--- config.mk ---
export PLATFORM = sky130hd
export DESIGN_NAME = psc_ctrl
export DESIGN_NICKNAME = d
export VERILOG_FILES = /design/src/logic/psc_timer.v /design/src/logic/psc_ctrl.v
export VERILOG_INCLUDE_DIRS = /design/src /design/src/logic
export SDC_FILE = /design/constraint.sdc
export NUM_CORES = 1
export LEC_CHECK = 0
export BUFFER_PORTS_ARGS = -buffer_cell sky130_fd_sc_hd__buf_4
export CAP_MARGIN = 10
export CORE_MARGIN = 2
export CORE_UTILIZATION = 50
export CTS_CLUSTER_DIAMETER = 50
export CTS_CLUSTER_SIZE = 20
export DETAILED_ROUTE_END_ITERATION = 10
export PLACE_DENSITY = 0.76
export SYNTH_ARGS = -nofsm -noshare
export SYNTH_HDL_FRONTEND = slang
export SYNTH_SLANG_ARGS = --single-unit
--- constraint.sdc ---
create_clock -name clock -period 2.58 [get_ports clock]
set_input_delay 0.387 -clock clock [delete_from_list [all_inputs] [get_ports clock]]
set_output_delay 0.387 -clock clock [all_outputs]
set_load 0.02 [all_outputs]
--- src/logic/psc_map.vh ---
// Purpose: timing constants for the pseudo-static ram port controller
// Assumes: 100 MHz clock, 10 ns period
// Notes:   least times round up to whole cycles, never below one
`ifndef PSC_MAP_VH
`define PSC_MAP_VH
`define PSC_CLK_NS        10
`define PSC_WAKE_US       200
`define PSC_WAKE_CYC      ((`PSC_WAKE_US * 1000 + `PSC_CLK_NS - 1) / `PSC_CLK_NS + 1)
`define PSC_RC_NS         70
`define PSC_RC_CYC        ((`PSC_RC_NS + `PSC_CLK_NS - 1) / `PSC_CLK_NS)
`define PSC_SYNC_CYC      2
`define PSC_OE_NS         20
`define PSC_OE_CYC        ((`PSC_OE_NS + `PSC_CLK_NS - 1) / `PSC_CLK_NS)
`define PSC_WP_NS         60
`define PSC_WP_CYC        ((`PSC_WP_NS + `PSC_CLK_NS - 1) / `PSC_CLK_NS)
`define PSC_DW_NS         30
`define PSC_DW_CYC        ((`PSC_DW_NS + `PSC_CLK_NS - 1) / `PSC_CLK_NS)
`define PSC_OW_NS         5
`define PSC_OW_CYC        ((`PSC_OW_NS + `PSC_CLK_NS - 1) / `PSC_CLK_NS)
`define PSC_HZ_NS         10
`define PSC_HZ_CYC        ((`PSC_HZ_NS + `PSC_CLK_NS - 1) / `PSC_CLK_NS)
`define PSC_WC_NS         70
`define PSC_WC_CYC        ((`PSC_WC_NS + `PSC_CLK_NS - 1) / `PSC_CLK_NS)
`endif

--- src/logic/psc_timer.v ---
// Purpose: down counter used for every wait of the controller
// Assumes: load and count share one clock
// Notes:   done is high while the count stands at zero
`timescale 1ns/1ps
module psc_timer (
  // clock and reset
  input  wire        clock,
  input  wire        rst_n,
  // control
  input  wire        load,
  input  wire [15:0] value,
  // status
  output wire        done
);
  reg [15:0] count; // remaining cycles

  // load wins over counting
  always @(posedge clock or negedge rst_n) begin
    if (!rst_n) begin
      count <= 16'h0000;
    end else if (load) begin
      count <= value;
    end else if (count != 16'h0000) begin
      count <= count - 16'h0001;
    end
  end

  assign done = (count == 16'h0000);
endmodule

--- src/logic/psc_ctrl.v ---
// Purpose: host-side controller driving an asynchronous pseudo-static ram port
// Assumes: one 100 MHz clock; ram data pins sampled through two flip-flops
// Notes:   deep power-down loses memory contents; wake waits are enforced
`timescale 1ns/1ps
`include "psc_map.vh"

// Summary of operation
// RQ1: hold mode pin high, wait 200 us
// RQ2: mode pin low enters deep power-down
// RQ3: contents invalid after deep power-down
// RQ4: raise mode pin, wait 200 us again
// RQ5: read: write strobe high, output strobe low
// RQ6: select high is standby, low active
// RQ7: select held 60 ns before write end
// RQ8: address held 60 ns before write end
// RQ9: byte enables held 60 ns before end
// RQ10: data valid 30 ns before write end
// RQ11: read data valid 20 ns after strobe
// RQ12: device releases bus on write strobe
// RQ13: device drives again 5 ns after write
// RQ14: deselect releases bus within 10 ns
// RQ15: store only during select, strobe, enable
// RQ16: lower enable low byte, upper high byte
// RQ17: address never changes mid write
module psc_ctrl (
  // clock and reset
  input  wire        clock,
  input  wire        rst_n,
  // user request side
  input  wire        req_valid,
  input  wire        req_write,
  input  wire [19:0] req_addr,
  input  wire [15:0] req_wdata,
  input  wire [1:0]  req_byte_en,
  input  wire        sleep_req,
  output reg         req_ready,
  output reg         rsp_valid,
  output reg  [15:0] rsp_rdata,
  output reg         contents_lost,
  output reg         powered_down,
  // ram pins
  output reg  [19:0] ram_addr,
  output reg         ram_select_n,
  output reg         power_mode_select,
  output reg         write_strobe_n,
  output reg         output_strobe_n,
  output reg         upper_byte_enable_n,
  output reg         lower_byte_enable_n,
  input  wire [15:0] ram_data_in,
  output reg  [15:0] ram_data_out,
  output reg         ram_data_oe
);
  // state codes
  localparam ST_WAKE  = 3'd0;  // post power-up / exit wait
  localparam ST_IDLE  = 3'd1;  // standby, ready for requests
  localparam ST_RD    = 3'd2;  // read strobes active
  localparam ST_WR    = 3'd3;  // write strobe active
  localparam ST_REC   = 3'd4;  // recovery after cycle end
  localparam ST_DPD   = 3'd5;  // deep power-down

  reg  [2:0]  state;          // current state
  reg  [15:0] sync1;          // first stage of data sampling
  reg  [15:0] sync2;          // second stage, read by logic
  reg         write_end;      // last access was a write
  reg         t_load;         // timer reload pulse
  reg  [15:0] t_value;        // timer reload value
  wire        t_done;         // timer has run out

  // cycle counts at full width, then cut to the timer width on purpose
  localparam [31:0] WAKE_FULL = `PSC_WAKE_CYC;
  localparam [31:0] RD_FULL   = `PSC_RC_CYC + `PSC_SYNC_CYC; // read hold plus sampler delay
  localparam [31:0] WP_FULL   = `PSC_WP_CYC;
  localparam [31:0] OW_FULL   = `PSC_OW_CYC;
  localparam [31:0] HZ_FULL   = `PSC_HZ_CYC;
  localparam [15:0] WAKE_CYC  = WAKE_FULL[15:0];
  localparam [15:0] RD_CYC    = RD_FULL[15:0];
  localparam [15:0] WP_CYC    = WP_FULL[15:0];
  localparam [15:0] OW_CYC    = OW_FULL[15:0];
  localparam [15:0] HZ_CYC    = HZ_FULL[15:0];

  // byte enable decode, shared by reads and writes
  function [1:0] lane_enables_n;
    input [1:0] en;
    begin
      lane_enables_n = ~en; // RQ16
    end
  endfunction

  // wait timer
  psc_timer u_timer (
    .clock (clock),
    .rst_n (rst_n),
    .load  (t_load),
    .value (t_value),
    .done  (t_done)
  );

  // two-stage sampling of the ram data pins
  always @(posedge clock or negedge rst_n) begin
    if (!rst_n) begin
      sync1 <= 16'h0000;
      sync2 <= 16'h0000;
    end else begin
      sync1 <= ram_data_in;
      sync2 <= sync1;
    end
  end

  // main sequencer
  always @(posedge clock or negedge rst_n) begin
    if (!rst_n) begin
      state               <= ST_WAKE;
      t_load              <= 1'b1;
      t_value             <= WAKE_CYC;
      req_ready           <= 1'b0;
      rsp_valid           <= 1'b0;
      rsp_rdata           <= 16'h0000;
      contents_lost       <= 1'b0;
      powered_down        <= 1'b0;
      ram_addr            <= 20'h00000;
      ram_select_n        <= 1'b1;
      power_mode_select   <= 1'b1;
      write_strobe_n      <= 1'b1;
      output_strobe_n     <= 1'b1;
      upper_byte_enable_n <= 1'b1;
      lower_byte_enable_n <= 1'b1;
      ram_data_out        <= 16'h0000;
      ram_data_oe         <= 1'b0;
      write_end           <= 1'b0;
    end else begin
      t_load    <= 1'b0;
      rsp_valid <= 1'b0;
      case (state)
        // mode pin high, no access until wait ends
        ST_WAKE: begin
          power_mode_select <= 1'b1; // RQ1 RQ4
          ram_select_n      <= 1'b1;
          if (t_done && !t_load) begin
            state     <= ST_IDLE;
            req_ready <= 1'b1;
          end
        end
        // standby; accept one request or sleep
        ST_IDLE: begin
          ram_select_n <= 1'b1; // RQ6
          if (sleep_req) begin
            req_ready         <= 1'b0;
            power_mode_select <= 1'b0; // RQ2
            powered_down      <= 1'b1;
            contents_lost     <= 1'b1; // RQ3
            state             <= ST_DPD;
          end else if (req_valid && req_byte_en != 2'b00) begin
            req_ready    <= 1'b0;
            ram_addr     <= req_addr;
            ram_select_n <= 1'b0; // RQ6
            {upper_byte_enable_n, lower_byte_enable_n} <= lane_enables_n(req_byte_en);
            t_load       <= 1'b1;
            write_end    <= req_write;
            if (req_write) begin
              write_strobe_n <= 1'b0; // RQ15
              ram_data_out   <= req_wdata; // RQ10
              ram_data_oe    <= 1'b1; // RQ12
              t_value        <= WP_CYC; // RQ7 RQ8 RQ9
              state          <= ST_WR;
            end else begin
              output_strobe_n <= 1'b0; // RQ5
              t_value         <= RD_CYC; // RQ11
              state           <= ST_RD;
            end
          end
        end
        // address and enables steady until data sampled
        ST_RD: begin
          if (t_done && !t_load) begin
            rsp_rdata           <= sync2;
            rsp_valid           <= 1'b1;
            output_strobe_n     <= 1'b1;
            ram_select_n        <= 1'b1; // RQ14
            upper_byte_enable_n <= 1'b1;
            lower_byte_enable_n <= 1'b1;
            t_load              <= 1'b1;
            t_value             <= HZ_CYC;
            state               <= ST_REC;
          end
        end
        // address, select, enables, data all steady
        ST_WR: begin
          if (t_done && !t_load) begin
            write_strobe_n      <= 1'b1; // RQ17
            ram_select_n        <= 1'b1;
            upper_byte_enable_n <= 1'b1;
            lower_byte_enable_n <= 1'b1;
            rsp_valid           <= 1'b1;
            t_load              <= 1'b1;
            t_value             <= OW_CYC; // RQ13
            state               <= ST_REC;
          end
        end
        // bus released, then ready again
        ST_REC: begin
          ram_data_oe <= 1'b0;
          if (t_done && !t_load) begin
            state     <= ST_IDLE;
            req_ready <= 1'b1;
          end
        end
        // stay down while sleep requested
        ST_DPD: begin
          if (!sleep_req) begin
            power_mode_select <= 1'b1; // RQ4
            powered_down      <= 1'b0;
            t_load            <= 1'b1;
            t_value           <= WAKE_CYC;
            state             <= ST_WAKE;
          end
        end
        default: begin
          state <= ST_IDLE;
        end
      endcase
      // contents_lost clears on first accepted write after wake
      if (state == ST_IDLE && req_valid && req_write && !sleep_req
          && req_byte_en != 2'b00) begin
        contents_lost <= 1'b0;
      end
    end
  end
endmodule

* Yosys cells after proc, flatten, opt, wreduce, memory -nomap -nowiden
Index checks and enable logic that the tools add are counted.
** Cells by class
- Equality and inequality tests :: 16
- $add $sub $neg :: 1
- Reductions and logical operators :: 40
- Muxes and demuxes :: 54
- Divide/modulo/power cells :: 0
- Bitwise gates (word level) :: 2
- Shift operators :: 0
- Multipliers :: 0
- Order comparisons :: 0
** Operators with widths (count)
- 16-bit 2-to-1 mux :: 6
- 16-bit case mux with 3 select lines :: 1
- 1-bit 2-to-1 mux :: 30
- 2-bit nonzero test :: 10
- 16-bit zero test :: 1
- 2-bit inequality test (second input constant) :: 8
- 4-bit AND reduction :: 4
- 16-bit nonzero test :: 1
- 16-bit by 1-bit subtractor with 16-bit output (second input constant) :: 1
- 3-bit 2-to-1 mux :: 5
- 5-bit AND reduction :: 3
- 1-bit case mux with 2 select lines :: 7
- 3-bit case mux with 4 select lines :: 1
- 3-bit AND reduction :: 4
- 1-bit case mux with 3 select lines :: 3
- 3-bit nonzero test :: 3
- 3-bit by 2-bit == test with 1-bit output (second input constant) :: 2
- 3-bit == test (second input constant) :: 2
- 1-bit logical AND :: 6
- 2-bit AND reduction :: 3
- 4-bit 2-to-1 mux :: 1
- 2-bit by 1-bit inequality test with 1-bit output (second input constant) :: 2
- 2-bit OR reduction :: 2
- 3-bit by 1-bit == test with 1-bit output (second input constant) :: 1
- 5 further kinds :: 6
** Word-level totals
- RAM bits :: 0
- Latch bits :: 0
- Bits in registers :: 131
- Memories kept :: 0
- Word-level logic and storage cells :: 133
- Bits in read-only memories :: 0
- Bits of input ports :: 59

* Logic depth before layout (Yosys ltp)
Gate-level depths: netlist of the first run.
- Word-level depth :: 7
- Depth in mapped cells :: 7

* Modules after synthesis
A second synthesis of the first run with hierarchy kept.
** Second synthesis, totals
- Cells, all modules :: 333
- Area total of the unflattened synthesis :: 4614.4 sq um
** By module, submodules not included
- psc_ctrl :: area each 3654.8 sq um, seq. area each 2588.7 sq um, times used 1, cells an instance 229
- psc_timer :: area each 959.7 sq um, seq. area each 400.4 sq um, times used 1, cells an instance 104

* Worst setup path after synthesis of the first run
Ideal clock, no wire load.
- Path kind :: register -> register
- From :: register u_timer.count[0]
- To :: register u_timer.count[8]
- Setup time :: 125 ps
- Setup slack :: 582 ps
- Required time :: 2455 ps
- Stages on the path, launching flop included :: 7
- Data arrival time :: 1873 ps
- Cell sequence :: dfrtp_1 -> inv_1 -> ha_1 -> or3b_1 -> clkbuf_1 -> a2111oi_0 -> mux2_2
** On the way
- Longest elaborated chain between the ends :: 3
- Elaborated cells between the ends (all ways) :: 5
** Ends and longest elaborated chain
- start: declaration :: RTL line psc_timer.v:15 : reg [15:0] count;
- start signal: assignment :: RTL line psc_timer.v:22 : count <= value;
- start signal: assignment :: RTL line psc_timer.v:24 : count <= count - 16'h0001;
- 16-bit by 1-bit subtractor with 16-bit output :: RTL line psc_timer.v:24
- 16-bit 2-to-1 mux :: RTL line psc_timer.v:23 : end else if (count != 16'h0000) begin
- 16-bit 2-to-1 mux :: RTL line psc_timer.v:21 : end else if (load) begin
Parallel ways exist; a longest one is shown, timed or not. The select of a mux whose other input is x is not followed.
A chain may end at the register's enable or synchronous reset.

* Final worst setup path of the first run
Ends and elaborated chain as after synthesis.

==> results.md, run 1 <==
* WL final at about 11000 um
* Worst-path clk slew at roughly 0.060 ns
* Post-synth EDFFs at 0
* CTS Buf Count at 17
* Kind of end point of the critical path: flip-flop
* Worst setup SP type: flip-flop
* R2r endpoint: u_timer.count[8]$_DFFE_PN0P_
* Slew of the pin with the lowest slew margin at around 0.64 ns
* Post_cts resized at 0
* Drc violations at 0
* Die area at roughly 10000 sq um
* Post-CTS setup buffers at 0
* CTS root buffer: clkbuf_8
* Initial antenna violation count at 0
* CTS tree: built
* Final number of hold-violating endpoints at 0
* Critical path fanouts, max at 7
* Clock Skews at around 0.0073 ns
* Latest clock arrival within the worst-skew pair at between 0.5 and 0.6 ns
* Asr flop ratio synth at 100%
* Diodes inserted at 0
* Synth area leaders: dfrtp_1, mux2_2, nand2_1, dfstp_2, mux2_1
* Slowest stage delay, CP at around 0.61 ns
* IO Port Bufs at around 120
* Status: completed
* Top Ports at between 100 and 150
* Post-Syn Area at 4590 sq um
* Slew Limit Fails at 0
* Commonest non-fill, non-tap cells in the layout: buf_4, dfrtp_1, nand2_1
* HP Start: req_addr[3]
* Tmin final at between 2 and 2.5 ns
* Post-DP HPWL at 7010 um
* Non-filler cells, final at roughly 650
* Cts hold-fix bufs at 17
* Total power at 7.42 mW
* Register area share after synthesis at 65.1%
* Static leakage at 3.12 nW
* Commonest non-fill, non-tap cell in the layout: buf_4
* RSZ-0062 raised after global routing: no
* Largest area contributor in the netlist: dfrtp_1
* Final setup vio count at 0
* DRT antenna net count at 0
* Worst vdd ir at 0.726 mV
* GP Congestion at roughly 0.84
* R2r setup slk at approximately 0.25 ns
* Mean number of vias per cell at 5.28
* DR WL/cell at between 15 and 20 um
* Clock tree buffer depth at 2
* Ys flop type: dfrtp_1
* GRT overflow at 0
* Area grow syn2layout at 38.5%
* Crit path max-delay family: compound AO/OA/AOI/OAI gates
* Maxcap violations at 0
* Core area at 8810 sq um
* Detailed-route via count at between 3000 and 4000
* Slew margin rel. at 57.3%
* Placed insts at between 500 and 600
* Drt first pass iters at 4
* Htree depth at 4
* Origin of the critical flop-to-flop path: u_timer.count[0]$_DFFE_PN0P_
* Worst Hold Path EP: ram_addr[3]$_DFFE_PN0P_
* Pin count of the biggest net entering global routing at 52
* Initial Util at a little over half
* Critical Path, Cell by Cell: inv_1, ha_1, or3b_1, a2111oi_0, mux2_2
* Setup Crit Path Kind: reg -> reg
* Highest Clock Rate at 429 MHz
* CP Data Required Time at 2.97 ns
* Clock sink total at 119
* YS warnings at 0
* Share of layout cells above drive strength 1 at 38.5%
* Reg2reg path depth at 5
* FP Rows at 34
* Seq cells post-synth at between 100 and 150
* Fin crit share at 90.4%
* Final nets at 588
* Vert. Die Dim at 99.9 um
* Syn nets at 440
* Area share of the leading cell type in the synthesized netlist at between 50% and 60%
* Distinct cells, synth at 54
* Die width at 99.9 um
* Critical Path AT at between 2 and 3 ns
* Wire length of the first global-routing pass at 18000 um
* Worst hold path class: in -> reg
* Post-Route Setup TNS at 0 ns
* Vias in the first global route at about 3700
* Syn Inst Count at 379
* Hold path depth at 3
* Initial DRC Count at around 130
* Pwr dens at 1170 nW/um^2
* Critical-path top delay cell: a2111oi_0
* Synth Area per Inst at roughly 12 sq um
* GRT Total Usage at between 20% and 30%
* CP bufs+invs at 1
## final cells by class
class | instances | area, sq um
flip-flops and latches | 119 | 2990
clock inverters | 15 | 155
clock buffers | 17 | 414
inverters | 13 | 48.8
repair buffers | 145 | 1140
fillers | 575 | 2440
multi-input cells | 231 | 1480
well taps | 108 | 135
## layer usage
| layer | wire length, um | GRT usage [%] |
|---|---|---|
| met4 | 141 | 8.43 |
| met3 | 749 | 7.03 |
| met2 | 5660 | 40.0 |
| met1 | 4300 | 27.9 |
| met5 | 0 | 0 |
## cells in the mapped netlist, types with 2 or more instances
master and number:
a31oi_1 4, nand2_1 71, o21ai_0 12, clkbuf_1 12, mux2_2 30, nor4_1 2
nor3_1 7, or3_1 3, o31ai_1 3, nor2_1 21, o21a_1 2, dfrtp_1 110
dfstp_2 9, mux2_1 7, buf_6 2, xnor2_1 2, a211oi_1 3, and2_1 2
ha_1 2, o41ai_1 2, nor2b_1 6, o2bb2ai_1 2, inv_1 13, a21oi_1 15
nand3_1 7, a2111oi_0 2
## registers in the layout, summed over array words and instances, names as in the netlist, 3 cells and up
name and count:
ram_addr 20, ram_data_out 16, rsp_rdata 16, state 3, sync1 16, sync2 16, t_value 4, u_timer.count 16
## cell families after synthesis
family                     after synthesis  share of synthesized area [%]
buffers and inverters                   29                           2.80
muxes                                   37                           9.07
xor gates and xnor gates                 3                          0.572
adders and majority gates                2                          0.545
DFF                                    119                           65.1
AOI/OAI and AO/OA                       54                           7.63
and+or+nand+nor                        135                           14.3
## where the power goes
part,leakage (nW),internal [mW],switching (mW)
registers,1.46,2.44,0.448
logic,1.39,1.00,1.27
clock network,0.269,1.32,0.936
total,3.12,4.76,2.66
## tightest hold or removal path, cell delays in order
cell     delay [ns]
buf_4          0.07
nand2_1        0.03
nand2_1        0.04
## stage by stage
stage,util [%],hold WS (ns),setup slack (ns),cell area (sq um)
after floorplan,-,0.0914,0.582,4590
after global placement,63.9,0.331,0.515,5620
after detailed placement,63.9,0.335,0.465,5620
after CTS,72.3,0.0489,0.286,6360
after global routing,72.3,0.0681,0.182,6360
final,72.3,0.0643,0.247,6360
## worst max path at each step
stage	startpoint	endpoint	slack, ns	cells after the start
2_1_floorplan	u_timer.count[0]$_DFFE_PN0P_	u_timer.count[8]$_DFFE_PN0P_	0.58	6
3_3_place_gp	u_timer.count[0]$_DFFE_PN0P_	u_timer.count[8]$_DFFE_PN0P_	0.52	5
3_5_place_dp	u_timer.count[0]$_DFFE_PN0P_	u_timer.count[8]$_DFFE_PN0P_	0.47	5
4_1_cts	u_timer.count[0]$_DFFE_PN0P_	u_timer.count[8]$_DFFE_PN0P_	0.29	5
5_1_grt	u_timer.count[1]$_DFFE_PN0P_	u_timer.count[8]$_DFFE_PN0P_	0.18	5
6_report	u_timer.count[0]$_DFFE_PN0P_	u_timer.count[8]$_DFFE_PN0P_	0.25	5
Note: power is estimated with default switching activity, not from simulation.
==> inputs of run 2 (changes only) <==
--- a/config.mk
+++ b/config.mk
@@ -9,11 +9,11 @@
 export BUFFER_PORTS_ARGS = -buffer_cell sky130_fd_sc_hd__buf_4
 export CAP_MARGIN = 10
 export CORE_MARGIN = 2
-export CORE_UTILIZATION = 50
+export CORE_UTILIZATION = 36
 export CTS_CLUSTER_DIAMETER = 50
 export CTS_CLUSTER_SIZE = 20
 export DETAILED_ROUTE_END_ITERATION = 10
-export PLACE_DENSITY = 0.76
 export SYNTH_ARGS = -nofsm -noshare
 export SYNTH_HDL_FRONTEND = slang
+export SYNTH_HIERARCHICAL = 1
 export SYNTH_SLANG_ARGS = --single-unit
==> run 2 against run 1 <==
  * Non-clock buffer count fell by 9
  * Fmax is 5.9% lower
  * Flip-flop and latch count is the same
  * Sequential power barely moved
  * Hold slack got worse by 0.048 ns
  * Clock skew decreased by 0.00076 ns
  * Sequential share of layout area down 1.3 points
  * Clock power up 18%
  * First-iteration DRC count increased by 16%
==> results.md, run 2 <==
* Status: completed
* Mean number of vias per cell at about 4.8
* Vert. Die Dim at around 120 um
* R2r endpoint: rsp_rdata[4]$_DFFE_PN0P_
* Core area at 12600 sq um
* GRT overflow at 0
* Top reg by flops: ram_addr
* CTS root buffer: clkbuf_16
* Reg2reg path depth at 9
* Worst hold path class: in -> async
* Commonest non-fill, non-tap cell in the layout: buf_4
* FP Rows at between 40 and 50
* Drc violations at 0
* Crit path max-delay family: simple AND/OR/NAND/NOR gates
* Multiplexer share of the synthesized area at approximately 14%
* Tmin final at 2.48 ns
* Slew Limit Fails at 0
* Critical-path top delay cell: dfrtp_1
* Register area share after synthesis at around two thirds
* Post-synth top cells: dfrtp_1, mux2_2, nand2_1
* Worst setup SP type: flip-flop
* Post_cts resized at 0
* Commonest non-fill, non-tap cells in the layout: buf_4, dfrtp_1, mux2_2
* RSZ-0062 raised after global routing: no
* Seq cells post-synth at between 100 and 150
* Slowest stage delay, CP at roughly 0.4 ns
* DRT antenna net count at 0
* CTS Buf Count at 17
* Area of placed instances at roughly 6000 sq um
* Clock Skews at around 0.0066 ns
* Vias in the first global route at ~3200
* Largest register FFs at 20
* IO Port Bufs at 121
* Pre-CTS WS at around 0.13 ns
* CP Data Required Time at between 2 and 3 ns
* Worst vdd ir at 0.848 mV
* Drt first pass iters at 4
* Post-DP HPWL at between 6000 and 7000 um
* Synth Area per Inst at ~14 sq um
* Initial antenna violation count at 0
* Post-Syn Area at between 4000 and 5000 sq um
* Total power at slightly below 8 mW
* Latest clock arrival within the worst-skew pair at between 0.4 and 0.5 ns
* Synth Area in XOR/XNOR at between 1.5 and 2%
* Share of layout cells above drive strength 1 at 48.9%
* Die area at 13700 sq um
* YS warnings at 6
* R2r setup slk at 0.10 ns
* Die width at approximately 120 um
* Post-synth EDFFs at 0
* Final nets at 540
* Fin crit share at between 90% and 100%
* CP bufs+invs at 2
* Setup Crit Path Kind: reg -> reg
* Cts hold-fix bufs at 0
* Detailed-route via count at about 3200
* Syn Inst Count at 333
* Clock sink total at 119
* Critical path fanouts, max at 17
* Final Util at 52.0%
* Post-Synth Adder-Cell Area at less than 1%
* Pwr dens at about 1200 nW/um^2
* Htree depth at 4
* Worst-path clk slew at approximately 0.06 ns
* Ys flop type: dfrtp_1
* Origin of the critical flop-to-flop path: u_timer/count[0]$_DFFE_PN0P_
* Simple-gate area share of the yosys netlist at 9.90%
* Static leakage at between 3 and 4 nW
* PnR worst setup slack at 0.101 ns
* Final setup vio count at 0
* Distinct cells, synth at 55
* GRT Total Usage at 15.3%
* Wire length of the first global-routing pass at between 15000 and 20000 um
* Worst hold slack at 0.0161 ns
* Synth Area in Compound Gates at 7.38%
* Largest family of logic cells by synthesized area: multiplexers
* Diodes inserted at 0
* Slew of the pin with the lowest slew margin at between 0.6 and 0.7 ns
* Kind of end point of the critical path: flip-flop
* Top Ports at 122
* Finished Cell Area at 6540 sq um
* CTS tree: built
* Area grow syn2layout at 41.7%
* Critical Path AT at between 2 and 3 ns
* Final number of hold-violating endpoints at 0
* GP Congestion at roughly 0.79
* Maxcap violations at 0
* WL final at approximately 10000 um
* Slew margin rel. at 55.1%
* Pin count of the biggest net entering global routing at 54
* DR WL/cell at 15.1 um
* Critical Path, Cell by Cell: inv_1, ha_1, or3b_1, nand4b_4, nor2_8, nand4bb_4, nor2_4, buf_12, mux2_2
* Synth area leaders: dfrtp_1, mux2_2, dfstp_2, nand2_1, xnor2_1
* Initial DRC Count at 146
* Non-filler cells, final at between 600 and 700
* Post-Route Setup TNS at 0 ns
* Area share of the leading cell type in the synthesized netlist at between 50% and 60%
* Highest Clock Rate at approximately 400 MHz
* Initial Util at around 37%
* Largest area contributor in the netlist: dfrtp_1
* Most frequent cell after synthesis: dfrtp_1
* Clock tree buffer depth at 2
* Placed insts at 630
* Asr flop ratio synth at 100%
run 2: changes by cell type after synthesis, sizes merged, moves of 5 or more:
cell | before | now
a211oi | 3 | 8
inv | 13 | 5
mux2 | 37 | 55
nand2 | 71 | 20
nand3 | 8 | 3
nor2 | 23 | 15
xnor2 | 2 | 8
run 2: cell type report:
cell class / count / area (sq um)
Multi-Input combinational cell: 200 / 1590
Timing Repair Buffer: 136 / 1060
Clock buffer: 17 / 425
Sequential cell: 119 / 2990
Tap cell: 172 / 215
Fill cell: 1102 / 6030
Clock inverter: 15 / 238
Inverter: 6 / 22.5
run 2: timing repair:
item | 4_1_cts | 5_1_grt
buffers inserted | 0 | 3
setup endpoints to repair | 0 | 16
hold endpoints to repair | 0 | 0
run 2: worst max path at each step:
stage	from	endpoint	slack, ns	cells after the start
after global routing	u_timer/count[0]$_DFFE_PN0P_	rsp_rdata[4]$_DFFE_PN0P_	0.001	9
after CTS	u_timer/count[0]$_DFFE_PN0P_	rsp_rdata[4]$_DFFE_PN0P_	0.09	9
after detailed placement	u_timer/count[0]$_DFFE_PN0P_	rsp_rdata[6]$_DFFE_PN0P_	0.13	9
final	u_timer/count[0]$_DFFE_PN0P_	rsp_rdata[4]$_DFFE_PN0P_	0.10	9
after global placement	u_timer/count[0]$_DFFE_PN0P_	rsp_rdata[14]$_DFFE_PN0P_	0.22	9
after floorplan	u_timer/count[0]$_DFFE_PN0P_	rsp_rdata[0]$_DFFE_PN0P_	0.04	10
run 2: power by group:
group          total, mW  internal (mW)  switching (mW)
combinational       2.32           1.13            1.18
clock               2.66           1.74           0.919
sequential          2.87           2.45           0.415
run 2: cell families after synthesis:
kind of cell / after synthesis
compound gates: 51
other cells: 1
simple gates: 75
fa+ha+maj: 1
mux: 58
xor+xnor: 8
buf+inv: 20
flops: 119
run 2: worst reg2reg max path, cell delays in order, from the launching register on:
cell       delay (ns)
dfrtp_1          0.40
inv_1            0.12
ha_1             0.21
or3b_1           0.39
nand4b_4         0.25
nor2_8           0.15
nand4bb_4        0.16
nor2_4           0.16
buf_12           0.16
mux2_2           0.36
run 2: layer usage:
| layer | track usage (%) | vias to the layer above | part of all wire, % |
|---|---|---|---|
| li1 | - | 1482 | - |
| met1 | 19.5 | 1592 | 43 |
| met2 | 22.8 | 84 | 49 |
| met3 | 7.11 | 10 | 7.1 |
| met4 | 5.65 | 0 | 0.79 |
| met5 | 0 | - | 0 |
